**src/common/swm_defines.vh**
```
// Timing constants and command codes for the single-wire bus master.
// Assumes a 10 ns system clock; all times below are in nanoseconds.
`ifndef SWM_DEFINES_VH
`define SWM_DEFINES_VH

// ----------------------------------------------------------------------
// Clock
// ----------------------------------------------------------------------
`define SWM_CLK_NS 10

// ----------------------------------------------------------------------
// Line times, as figures in ns
// ----------------------------------------------------------------------
`define SWM_RESET_LOW_NS 480000
`define SWM_FALL_NS 100
`define SWM_RESET_HIGH_NS 480000
`define SWM_PRESENCE_SAMPLE_NS 70000
`define SWM_WRITE_ONE_LOW_NS 6000
`define SWM_WRITE_ZERO_LOW_NS 60000
`define SWM_READ_LOW_NS 6000
`define SWM_READ_SAMPLE_NS 13000
`define SWM_SLOT_NS 65000
`define SWM_RECOVERY_NS 5000

// ----------------------------------------------------------------------
// Cycle counts; least times round up, longest times round down
// ----------------------------------------------------------------------
`define SWM_CYC_UP(ns) (((ns) + `SWM_CLK_NS - 1) / `SWM_CLK_NS)
`define SWM_CYC_DN(ns) ((ns) / `SWM_CLK_NS)
`define SWM_RESET_LOW_CYC `SWM_CYC_UP(`SWM_RESET_LOW_NS + `SWM_FALL_NS)
`define SWM_RESET_HIGH_CYC `SWM_CYC_UP(`SWM_RESET_HIGH_NS)
`define SWM_PRESENCE_SAMPLE_CYC `SWM_CYC_UP(`SWM_PRESENCE_SAMPLE_NS)
`define SWM_WRITE_ONE_LOW_CYC `SWM_CYC_DN(`SWM_WRITE_ONE_LOW_NS)
`define SWM_WRITE_ZERO_LOW_CYC `SWM_CYC_UP(`SWM_WRITE_ZERO_LOW_NS)
`define SWM_READ_LOW_CYC `SWM_CYC_UP(`SWM_READ_LOW_NS)
`define SWM_READ_SAMPLE_CYC `SWM_CYC_DN(`SWM_READ_SAMPLE_NS)
`define SWM_SLOT_CYC `SWM_CYC_UP(`SWM_SLOT_NS)
`define SWM_RECOVERY_CYC `SWM_CYC_UP(`SWM_RECOVERY_NS)

// ----------------------------------------------------------------------
// Synchroniser depth and command codes
// ----------------------------------------------------------------------
`define SWM_SYNC_LAT 16'h0003
`define SWM_OP_RESET 2'h0
`define SWM_OP_WRITE_BYTE 2'h1
`define SWM_OP_READ_BYTE 2'h2
`define SWM_OP_BIT 2'h3

`endif

```
**src/rtl/swm_master.v**
```verilog
// Single-wire bus master: reset/presence, write and read time slots.
// Assumes an open-drain line with an external pullup; the pin is async.
`timescale 1ns/10ps
`default_nettype none
`include "swm_defines.vh"

module swm_master
#(
   parameter RESET_LOW_CYC = `SWM_RESET_LOW_CYC,
   parameter RESET_HIGH_CYC = `SWM_RESET_HIGH_CYC,
   parameter PRESENCE_SAMPLE_CYC = `SWM_PRESENCE_SAMPLE_CYC,
   parameter WRITE_ONE_LOW_CYC = `SWM_WRITE_ONE_LOW_CYC,
   parameter WRITE_ZERO_LOW_CYC = `SWM_WRITE_ZERO_LOW_CYC,
   parameter READ_LOW_CYC = `SWM_READ_LOW_CYC,
   parameter READ_SAMPLE_CYC = `SWM_READ_SAMPLE_CYC,
   parameter SLOT_CYC = `SWM_SLOT_CYC,
   parameter RECOVERY_CYC = `SWM_RECOVERY_CYC
)
(
   input wire clk_sys,
   input wire nrst,
   input wire cmd_valid,
   input wire [1:0] cmd_op,
   input wire [7:0] cmd_data,
   output reg cmd_ready,
   output reg done,
   output reg err,
   output reg presence,
   output reg [7:0] rd_data,
   output reg busy,
   input wire line_in,
   output reg line_out,
   output reg line_oe
);

   // ------------------------------------------------------------------
   // Local constants
   // ------------------------------------------------------------------
   localparam [2:0] ST_IDLE = 3'h0;
   localparam [2:0] ST_RST_LOW = 3'h1;
   localparam [2:0] ST_RST_HIGH = 3'h2;
   localparam [2:0] ST_SLOT_LOW = 3'h3;
   localparam [2:0] ST_SLOT_HIGH = 3'h4;
   localparam [2:0] ST_SLOT_REC = 3'h5;

   // Last-cycle and sample-point compare values for the 16-bit timer
   localparam [15:0] T_RST_LOW = RESET_LOW_CYC[15:0] - 16'h0001;
   localparam [15:0] T_RST_HIGH = RESET_HIGH_CYC[15:0] - 16'h0001;
   // The synced pin lags the timer compare, so the compare waits longer
   localparam [15:0] T_PRES = PRESENCE_SAMPLE_CYC[15:0] + `SWM_SYNC_LAT;
   localparam [15:0] T_W1_LOW = WRITE_ONE_LOW_CYC[15:0] - 16'h0001;
   localparam [15:0] T_W0_LOW = WRITE_ZERO_LOW_CYC[15:0] - 16'h0001;
   localparam [15:0] T_RD_LOW = READ_LOW_CYC[15:0] - 16'h0001;
   // Delay added so the first flop catches the pin at the maximum
   localparam [15:0] T_SAMPLE = READ_SAMPLE_CYC[15:0] + `SWM_SYNC_LAT;
   localparam [15:0] T_SLOT = SLOT_CYC[15:0] - 16'h0001;
   localparam [15:0] T_REC = RECOVERY_CYC[15:0] - 16'h0001;

   // ------------------------------------------------------------------
   // State
   // ------------------------------------------------------------------
   reg [2:0] state;
   reg [15:0] timer;
   reg [1:0] op;
   reg [7:0] sh;
   reg [2:0] bitcnt;
   reg smp;
   reg found;
   reg linked;
   wire line_s;
   wire slot_bit;
   wire last_bit;
   reg [15:0] low_end;

   // ------------------------------------------------------------------
   // Pin synchroniser
   // ------------------------------------------------------------------
   swm_sync u_sync
   (
      .clk_sys(clk_sys),
      .nrst(nrst),
      .din(line_in),
      .dout(line_s)
   );

   // ------------------------------------------------------------------
   // Slot decode
   // ------------------------------------------------------------------
   // A read slot is sent as a write-one, so the slave can pull it down
   assign slot_bit = (op == `SWM_OP_READ_BYTE) ? 1'b1 : sh[0];
   // A single-bit request ends after one slot, a byte after eight
   assign last_bit = (op == `SWM_OP_BIT) || (bitcnt == 3'h7);

   always @*
   begin
      low_end = T_W0_LOW;
      if (op == `SWM_OP_READ_BYTE)
      begin
         low_end = T_RD_LOW;
      end
      else if (slot_bit)
      begin
         low_end = T_W1_LOW;
      end
   end

   // ------------------------------------------------------------------
   // Sequencer
   // ------------------------------------------------------------------
   always @(posedge clk_sys)
   begin
      if (!nrst)
      begin
         state <= ST_IDLE;
         timer <= 16'h0000;
         op <= 2'h0;
         sh <= 8'h00;
         bitcnt <= 3'h0;
         smp <= 1'b1;
         found <= 1'b0;
         linked <= 1'b0;
         cmd_ready <= 1'b0;
         done <= 1'b0;
         err <= 1'b0;
         presence <= 1'b0;
         rd_data <= 8'h00;
         busy <= 1'b0;
         line_out <= 1'b0;
         line_oe <= 1'b0;
      end
      else
      begin
         done <= 1'b0;
         line_out <= 1'b0;
         case (state)
            ST_IDLE:
            begin
               cmd_ready <= 1'b1;
               busy <= 1'b0;
               line_oe <= 1'b0;
               if (cmd_valid && cmd_ready)
               begin
                  op <= cmd_op;
                  timer <= 16'h0000;
                  bitcnt <= 3'h0;
                  err <= 1'b0;
                  if (cmd_op == `SWM_OP_RESET)
                  begin
                     // Every exchange is opened by the master
                     cmd_ready <= 1'b0;
                     busy <= 1'b1;
                     linked <= 1'b0;
                     found <= 1'b0;
                     line_oe <= 1'b1;
                     state <= ST_RST_LOW;
                  end
                  else if (!linked)
                  begin
                     // No slave listens before a handshake; refuse at once
                     done <= 1'b1;
                     err <= 1'b1;
                  end
                  else
                  begin
                     cmd_ready <= 1'b0;
                     busy <= 1'b1;
                     if (cmd_op == `SWM_OP_BIT)
                     begin
                        sh <= {7'h00, cmd_data[0]};
                     end
                     else
                     begin
                        sh <= cmd_data;
                     end
                     line_oe <= 1'b1;
                     state <= ST_SLOT_LOW;
                  end
               end
            end

            ST_RST_LOW:
            begin
               timer <= timer + 16'h0001;
               // Reset low covers the fall time of a slowed edge too
               if (timer == T_RST_LOW)
               begin
                  line_oe <= 1'b0;
                  timer <= 16'h0000;
                  state <= ST_RST_HIGH;
               end
            end

            ST_RST_HIGH:
            begin
               timer <= timer + 16'h0001;
               // A low level here can only be a slave answering the reset
               if (timer == T_PRES)
               begin
                  found <= ~line_s;
               end
               // The full high time passes before any new slot or reset
               if (timer == T_RST_HIGH)
               begin
                  presence <= found;
                  linked <= found;
                  err <= ~found;
                  done <= 1'b1;
                  cmd_ready <= 1'b1;
                  busy <= 1'b0;
                  state <= ST_IDLE;
               end
            end

            ST_SLOT_LOW:
            begin
               timer <= timer + 16'h0001;
               if (timer == T_SAMPLE)
               begin
                  smp <= line_s;
               end
               if (timer == low_end)
               begin
                  line_oe <= 1'b0;
                  state <= ST_SLOT_HIGH;
               end
            end

            ST_SLOT_HIGH:
            begin
               timer <= timer + 16'h0001;
               // Zero from the slave shows as a line still held low
               if (timer == T_SAMPLE)
               begin
                  smp <= line_s;
               end
               // Wait out the whole slot whatever was sampled
               if (timer == T_SLOT)
               begin
                  sh <= {smp, sh[7:1]};
                  timer <= 16'h0000;
                  state <= ST_SLOT_REC;
               end
            end

            ST_SLOT_REC:
            begin
               timer <= timer + 16'h0001;
               // Slave needs this gap, also before the next request
               if (timer == T_REC)
               begin
                  timer <= 16'h0000;
                  if (last_bit)
                  begin
                     if (op == `SWM_OP_BIT)
                     begin
                        rd_data <= {7'h00, sh[7]};
                     end
                     else
                     begin
                        rd_data <= sh;
                     end
                     done <= 1'b1;
                     cmd_ready <= 1'b1;
                     busy <= 1'b0;
                     state <= ST_IDLE;
                  end
                  else
                  begin
                     // One bit per slot, next bit in a fresh slot
                     bitcnt <= bitcnt + 3'h1;
                     line_oe <= 1'b1;
                     state <= ST_SLOT_LOW;
                  end
               end
            end

            default:
            begin
               line_oe <= 1'b0;
               state <= ST_IDLE;
            end
         endcase
      end
   end

endmodule

`default_nettype wire

```
**src/rtl/swm_sync.v**
```verilog
// Three-stage input synchroniser with agreement filter for the line pin.
// Assumes the pin is asynchronous to clk_sys and idles high.
`timescale 1ns/10ps
`default_nettype none

module swm_sync
(
   input wire clk_sys,
   input wire nrst,
   input wire din,
   output reg dout
);

   reg s1;
   reg s2;
   reg s3;

   // ------------------------------------------------------------------
   // Stages; s1 feeds s2 only, to keep metastability contained
   // ------------------------------------------------------------------
   always @(posedge clk_sys)
   begin
      if (!nrst)
      begin
         s1 <= 1'b1;
         s2 <= 1'b1;
         s3 <= 1'b1;
         dout <= 1'b1;
      end
      else
      begin
         s1 <= din;
         s2 <= s1;
         s3 <= s2;
         if (s2 == s3)
         begin
            dout <= s3;
         end
      end
   end

endmodule

`default_nettype wire

```
**config.mk**
```make
export PLATFORM = sky130hd
export DESIGN_NAME = swm_master
export DESIGN_NICKNAME = d
export VERILOG_FILES = /design/src/rtl/swm_master.v /design/src/rtl/swm_sync.v
export VERILOG_INCLUDE_DIRS = /design/src /design/src/common
export SDC_FILE = /design/constraint.sdc
export NUM_CORES = 1
export LEC_CHECK = 0
export ABC_AREA = 1
export ABC_CLOCK_PERIOD_IN_PS = 5000
export BUFFER_PORTS_ARGS = -buffer_cell sky130_fd_sc_hd__buf_2
export CORE_ASPECT_RATIO = 0.8
export CORE_MARGIN = 2
export CORE_UTILIZATION = 47
export CTS_CLUSTER_DIAMETER = 50
export DETAILED_ROUTE_END_ITERATION = 7
export PLACE_DENSITY = 0.67
export SYNTH_ARGS = -nofsm -noshare
export SYNTH_HDL_FRONTEND = slang
export SYNTH_HIERARCHICAL = 1
export SYNTH_SLANG_ARGS = --single-unit
```
**constraint.sdc**
```tcl
create_clock -name clk_sys -period 5 [get_ports clk_sys]
set_clock_uncertainty 0.15 [all_clocks]
set_input_delay 0.25 -clock clk_sys [delete_from_list [all_inputs] [get_ports clk_sys]]
set_output_delay 0.25 -clock clk_sys [all_outputs]
set_load 0.01 [all_outputs]
```
==> results of run 1 <==
## where the power goes
part	leakage [nW]	internal [W]	switching, W
Combinational	1.00	0.000137	0.000320
Sequential	0.429	0.000470	0.0000443
Clock	0.0447	0.000101	0.000151
Total	1.48	0.000708	0.000516
## routing by layer
layer / share of wire, % / wire, µm / global-route usage [%]
met1: 55 / 4100 / 35.4
met2: 39 / 2950 / 29.9
met3: 5.2 / 386 / 4.25
met4: 0.55 / 41 / 4.49
met5: 0 / 0 / 0
## worst min-delay path: cells and delay by family
kind,cells,cell delay (ns)
AOI/OAI and AO/OA,1,0.07
and+or+nand+nor,1,0.06
buffers and inverters,1,0.10
## cells by family (layout without fill, tap and decap cells)
kind of cell,after synthesis,count (layout)
fa+ha+maj,4,4
xor+xnor,3,3
simple gates,258,258
flops,53,53
compound gates,76,76
other cells,1,1
buf+inv,80,102
## worst max-delay path by stage
stage,from,endpoint,slack (ns)
after global placement,state[1],timer[4],2.86
final,state[1],timer[4],2.75
after global routing,state[1],sh[4],2.51
after floorplan,timer[0],timer[4],3.25
after detailed placement,state[1],timer[4],2.81
after CTS,state[1],timer[4],2.79
## metrics by stage
step	utilization (%)	hold WS [ns]	power [W]	std cells	area, µm²
final	52.6	0.0518	0.00122	581	3330
after global routing	52.6	0.0562	0.00132	581	3330
after CTS	52.6	0.0406	0.00122	581	3330
after detailed placement	50.9	0.249	0.000972	572	3230
after global placement	50.9	0.243	0.000967	572	3230
after floorplan	-	0.169	0.000871	475	3070
## state kept, by name (all words and copies together), names as in the netlist
signal / count
timer: 16
rd_data: 8
sh: 8
bitcnt: 3
state: 3
op: 2
busy: 1
cmd_ready: 1
done: 1
err: 1
found: 1
line_oe: 1
linked: 1
presence: 1
smp: 1
u_sync/dout: 1
u_sync/s1: 1
u_sync/s2: 1
u_sync/s3: 1
## cells in the mapped netlist (all sizes together)
cell / count / area [µm²]
clkbuf: 5 / 20.0
nor3: 10 / 76.3
a31oi: 9 / 56.3
a21oi: 32 / 164
nand4: 9 / 71.3
o211ai: 5 / 37.5
a211oi: 1 / 7.51
conb: 1 / 3.75
o22ai: 1 / 6.26
nor4: 1 / 6.26
nand2: 122 / 498
nor2: 71 / 302
o21bai: 1 / 7.51
nand3: 45 / 225
buf: 9 / 58.8
inv: 64 / 240
clkinv: 2 / 8.75
o2111ai: 1 / 8.76
ha: 4 / 50.1
o21ai: 26 / 134
dfxtp: 53 / 1060
xor2: 3 / 26.3
## cell type report
class                           count  area [µm²]
Clock buffer                        5        68.8
Clock inverter                      3        25.0
Fill cell                         658        3010
Inverter                           66         249
Multi-Input combinational cell    342        1680
Sequential cell                    53        1060
Tap cell                           84         105
Timing Repair Buffer               28         145
==> results.txt, run 1 <==
largest net degree at the start of global routing -> 32
setup TNS -> 0 ns
fin crit share -> 45.0%
Crit. End Element -> flip-flop
kind of cell adding the most delay to the critical path -> simple AND/OR/NAND/NOR gates
row count -> 26
worst flop-to-flop path endpoint -> timer[4]
sequential share of the synthesized area -> 34.6%
Yosys cell types -> 37
buffer depth of the longest clock path -> 2
htree depth -> 2
CTS Buf Count -> 5
global-route wire length before repair -> 12800 µm
Critical Path RT -> 5.07 ns
CTS Hold Bufs -> 1
Hold Crit Class -> in2reg
status -> finished clean
NumNets Final -> 514
fin crit period -> 2.25 ns
P per Cell Area -> 367 nW/µm²
Clock Latency Late Sink -> 0.31 ns
routed vias/inst -> 5.15
reg2reg setup slack -> 2.75 ns
CP max stage delay -> 0.47 ns
Buf/Inv on CP -> 4
max cap viols -> 0
via count -> 2993
Hold Crit Start -> cmd_data[0]
most common cell after layout, fill and taps aside -> nand2_1
dpl hpwl -> 5600 µm
most frequent cells in the layout -> nand2_1 (112), nor2_1 (61), inv_1 (56)
Hold EP -> sh[0]
core area -> 6340 µm²
Peak VDD IR -> 0.208 mV
endpoints failing setup -> 0
n_diodes -> 0
arrival time at the worst endpoint -> 2.32 ns
Synth Warn # -> 6
Initial Util -> 48.4%
CP most frequent cell -> nand2_1
Worst Hold Path Cells -> 3
Leak -> 1.48 nW
Post-Syn Area per Cell -> 6.46 µm²
reg2reg path depth -> 11
Slowest-stage cell, CP -> dfxtp_1
CP Depth -> 11
root buffer cell -> clkbuf_8
final hold vios -> 0
DIE WIDTH -> 94.3 µm
initial antenna violation count -> 0
CTS sink cnt -> 53
clock slew at reported path FFs -> 0.10 ns
XOR/XNOR Fraction of Synth Area -> 0.856%
fin. max-slew vios -> 0
Slew HR -> 44.2%
Final ANT Viol Nets -> 0
DRC Markers -> 0
Syn Nets -> 493
final WL -> 7470 µm
I/O pin cnt -> 29
top achievable clock speed -> 0.444 GHz
largest family of logic cells by synthesized area -> simple AND/OR/NAND/NOR gates
Layout area overhead -> 8.64%
Worst-Margin Slew -> 0.836 ns
vias in the first global route -> 2654
Tot GR Track Use -> 22.0%
Synth Area in Compound Gates -> 13.7%
FF+latch count, synth -> 53
WS Path Type -> reg2reg
Synth Area in Adders -> 1.63%
post_cts resized -> 0
die area -> 7200 µm²
r2r startpoint -> state[1]
Iter 0 DRT Violations -> 224
grt total ovfl -> 0
setup bufs post-CTS -> 0
post-route setup slack -> 2.75 ns
DR WL/cell -> 12.9 µm
routability cong. -> 0.959
CTS tree -> yes
CP Max Fanout -> 12
Startpoint Class -> flip-flop
Die Y -> 76.3 µm
dpl ws -> 2.81 ns
DRT Pass-1 Iters -> 5
RSZ-0062 raised after global routing -> false
# port buffers -> 27
CP Cell Sequence -> nor2_2 -> nand2_1 -> inv_1 -> nand2_1 -> nand2_1 -> inv_2 -> nand2_4 -> nor2_4 -> inv_2 -> nand3_1 -> inv_1
Mapped Cells -> 475
Synth Area in Simple Gates -> 38.4%
layout cells sized above 1 -> 14.3%
synthesized area -> 3070 µm²
mux contribution to synthesized area -> 0%
Power figures use the tool's default switching activity.
==> run 2, diff against run 1 <==
Settings changed: ABC_CLOCK_PERIOD_IN_PS 5000 to 2200.
Clock period 5 ns to 2.2 ns, I/O delays scaled along.
==> results.txt, run 2 (synthesis results as in run 1) <==
clock slew at reported path FFs -> 0.11 ns (was 0.10 ns)
largest reg by FF count -> timer (unchanged)
Largest regs -> timer: 16 flops, rd_data: 8 flops, sh: 8 flops (unchanged)
NumNets Final -> 535 (was 514)
final WL -> 8060 µm (was 7470 µm)
CTS sink cnt -> 53 (unchanged)
htree depth -> 2 (unchanged)
Layout area overhead -> 14.8% (was 8.64%)
CP most frequent cell -> nand2_1 (unchanged)
Startpoint Class -> flip-flop (unchanged)
largest net degree at the start of global routing -> 31 (was 32)
Final ANT Viol Nets -> 0 (unchanged)
Clock Latency Late Sink -> 0.32 ns (was 0.31 ns)
Power, Total -> 0.00286 W (was 0.00122 W)
initial antenna violation count -> 0 (unchanged)
I/O pin cnt -> 29 (unchanged)
setup bufs post-CTS -> 0 (unchanged)
routability cong. -> 0.937 (was 0.959)
Leak -> 1.57 nW (was 1.48 nW)
die area -> 7200 µm² (unchanged)
vias in the first global route -> 2870 (was 2654)
n_diodes -> 0 (unchanged)
fin crit period -> 2.00 ns (was 2.25 ns)
dpl hpwl -> 5980 µm (was 5600 µm)
Iter 0 DRT Violations -> 234 (was 224)
most frequent cells in the layout -> nand2_1 (112), nor2_1 (61), inv_1 (56) (unchanged)
top achievable clock speed -> 0.501 GHz (was 0.444 GHz)
max FFs per register -> 16 (unchanged)
WS Path Type -> reg2reg (unchanged)
final hold vios -> 0 (unchanged)
P per Cell Area -> 812 nW/µm² (was 367 nW/µm²)
CP max stage delay -> 0.38 ns (was 0.47 ns)
DRC Markers -> 0 (unchanged)
global-route wire length before repair -> 13500 µm (was 12800 µm)
core area -> 6340 µm² (unchanged)
most common cell after layout, fill and taps aside -> nand2_1 (unchanged)
setup TNS -> 0 ns (unchanged)
max cap viols -> 0 (unchanged)
Hold Crit Class -> in2reg (unchanged)
grt total ovfl -> 0 (unchanged)
buffer depth of the longest clock path -> 2 (unchanged)
Peak VDD IR -> 0.465 mV (was 0.208 mV)
CP Cell Sequence -> ha_2 -> nand2_1 -> inv_1 -> nand2_1 -> nor2_1 -> nand2_1 -> nand2_2 -> nand3_1 -> nor2_2 -> nand2_2 -> nand2_1 -> nand2_1 -> nor2_1 (was nor2_2 -> nand2_1 -> inv_1 -> nand2_1 -> nand2_1 -> inv_2 -> nand2_4 -> nor2_4 -> inv_2 -> nand3_1 -> inv_1)
endpoints failing setup -> 0 (unchanged)
row count -> 26 (unchanged)
fin crit share -> 90.8% (was 45.0%)
Finished Cell Area -> 3520 µm² (was 3330 µm²)
routed vias/inst -> 5.29 (was 5.15)
CP Max Fanout -> 5 (was 12)
Tot GR Track Use -> 23.6% (was 22.0%)
DIE WIDTH -> 94.3 µm (unchanged)
fin. max-slew vios -> 0 (unchanged)
Die Y -> 76.3 µm (unchanged)
Crit. End Element -> flip-flop (unchanged)
RSZ-0062 raised after global routing -> false (unchanged)
layout cells sized above 1 -> 16.4% (was 14.3%)
Critical Path RT -> 2.31 ns (was 5.07 ns)
hold slack final -> 0.101 ns (was 0.0518 ns)
status -> finished clean (unchanged)
# port buffers -> 27 (unchanged)
arrival time at the worst endpoint -> 2.11 ns (was 2.32 ns)
dpl cell area -> 3310 µm² (was 3230 µm²)
via count -> 3182 (was 2993)
Initial Util -> 48.4% (unchanged)
DR WL/cell -> 13.4 µm (was 12.9 µm)
CTS tree -> yes (unchanged)
Slowest-stage cell, CP -> dfxtp_2 (was dfxtp_1)
DRT Pass-1 Iters -> 5 (unchanged)
CTS Buf Count -> 5 (unchanged)
root buffer cell -> clkbuf_8 (unchanged)
## run 2: changes by cell type in the layout (fill, tap and decap cells not counted)
cell and change:
buf_4 +11, dfxtp_2 +2, dlygate4sd3_1 +10, ha_2 +1, dfxtp_1 -2, ha_1 -1
## run 2: per-stage QoR
| stage | std cells | utilization, % | setup slack, ns |
|---|---|---|---|
| floorplan | 475 | - | 0.445 |
| global placement | 583 | 52.2 | 0.253 |
| detailed placement | 583 | 52.2 | 0.160 |
| CTS | 602 | 55.4 | 0.135 |
| global route | 602 | 55.5 | 0.0157 |
| finish | 602 | 55.5 | 0.202 |
## run 2: area by class of cell
type                       instances  area, µm²
inverter                          66        249
tap                               84        105
fill                             639       2820
timing repair buffer              49        328
sequential                        53       1060
multi-input combinational        342       1680
clock buffer                       5       68.8
clock inverter                     3       25.0
## run 2: worst max-delay path, delay by kind of cell, from the launching register on
kind / cells / cell delay, ns
DFF: 1 / 0.38
and+or+nand+nor: 11 / 1.10
buffers and inverters: 1 / 0.09
adders and majority gates: 1 / 0.22
## run 2: path summary, 6_finish.rpt
path / cells past startpoint / end / slack, ns / startpoint
hold reg to reg: 2 / u_sync/s2 / 0.28 / u_sync/s1
setup reg to reg: 13 / state[1] / 0.20 / timer[0]
setup / recovery: 13 / state[1] / 0.20 / timer[0]
hold / removal: 3 / u_sync/s2 / 0.10 / nrst
## run 2: routing by layer
layer  share of wire (%)  GRT usage (%)  vias up
met4                 1.0           5.51        0
li1                    -              -     1613
met1                  49           36.2     1434
met5                   0              0        -
met2                  42           34.3      126
met3                 8.3           3.86        9
## run 2: power breakdown
group	total [W]	leakage, nW	internal [W]	switching, W
clock	0.000591	0.0447	0.000231	0.000360
combinational	0.00110	1.10	0.000358	0.000741
sequential	0.00117	0.430	0.00107	0.000101
## run 2: repair_timing
action                     4_1_cts  5_1_grt
setup endpoints to repair        0        5
resized for setup                0        3
hold buffers                    11        0
hold endpoints to repair        11        0
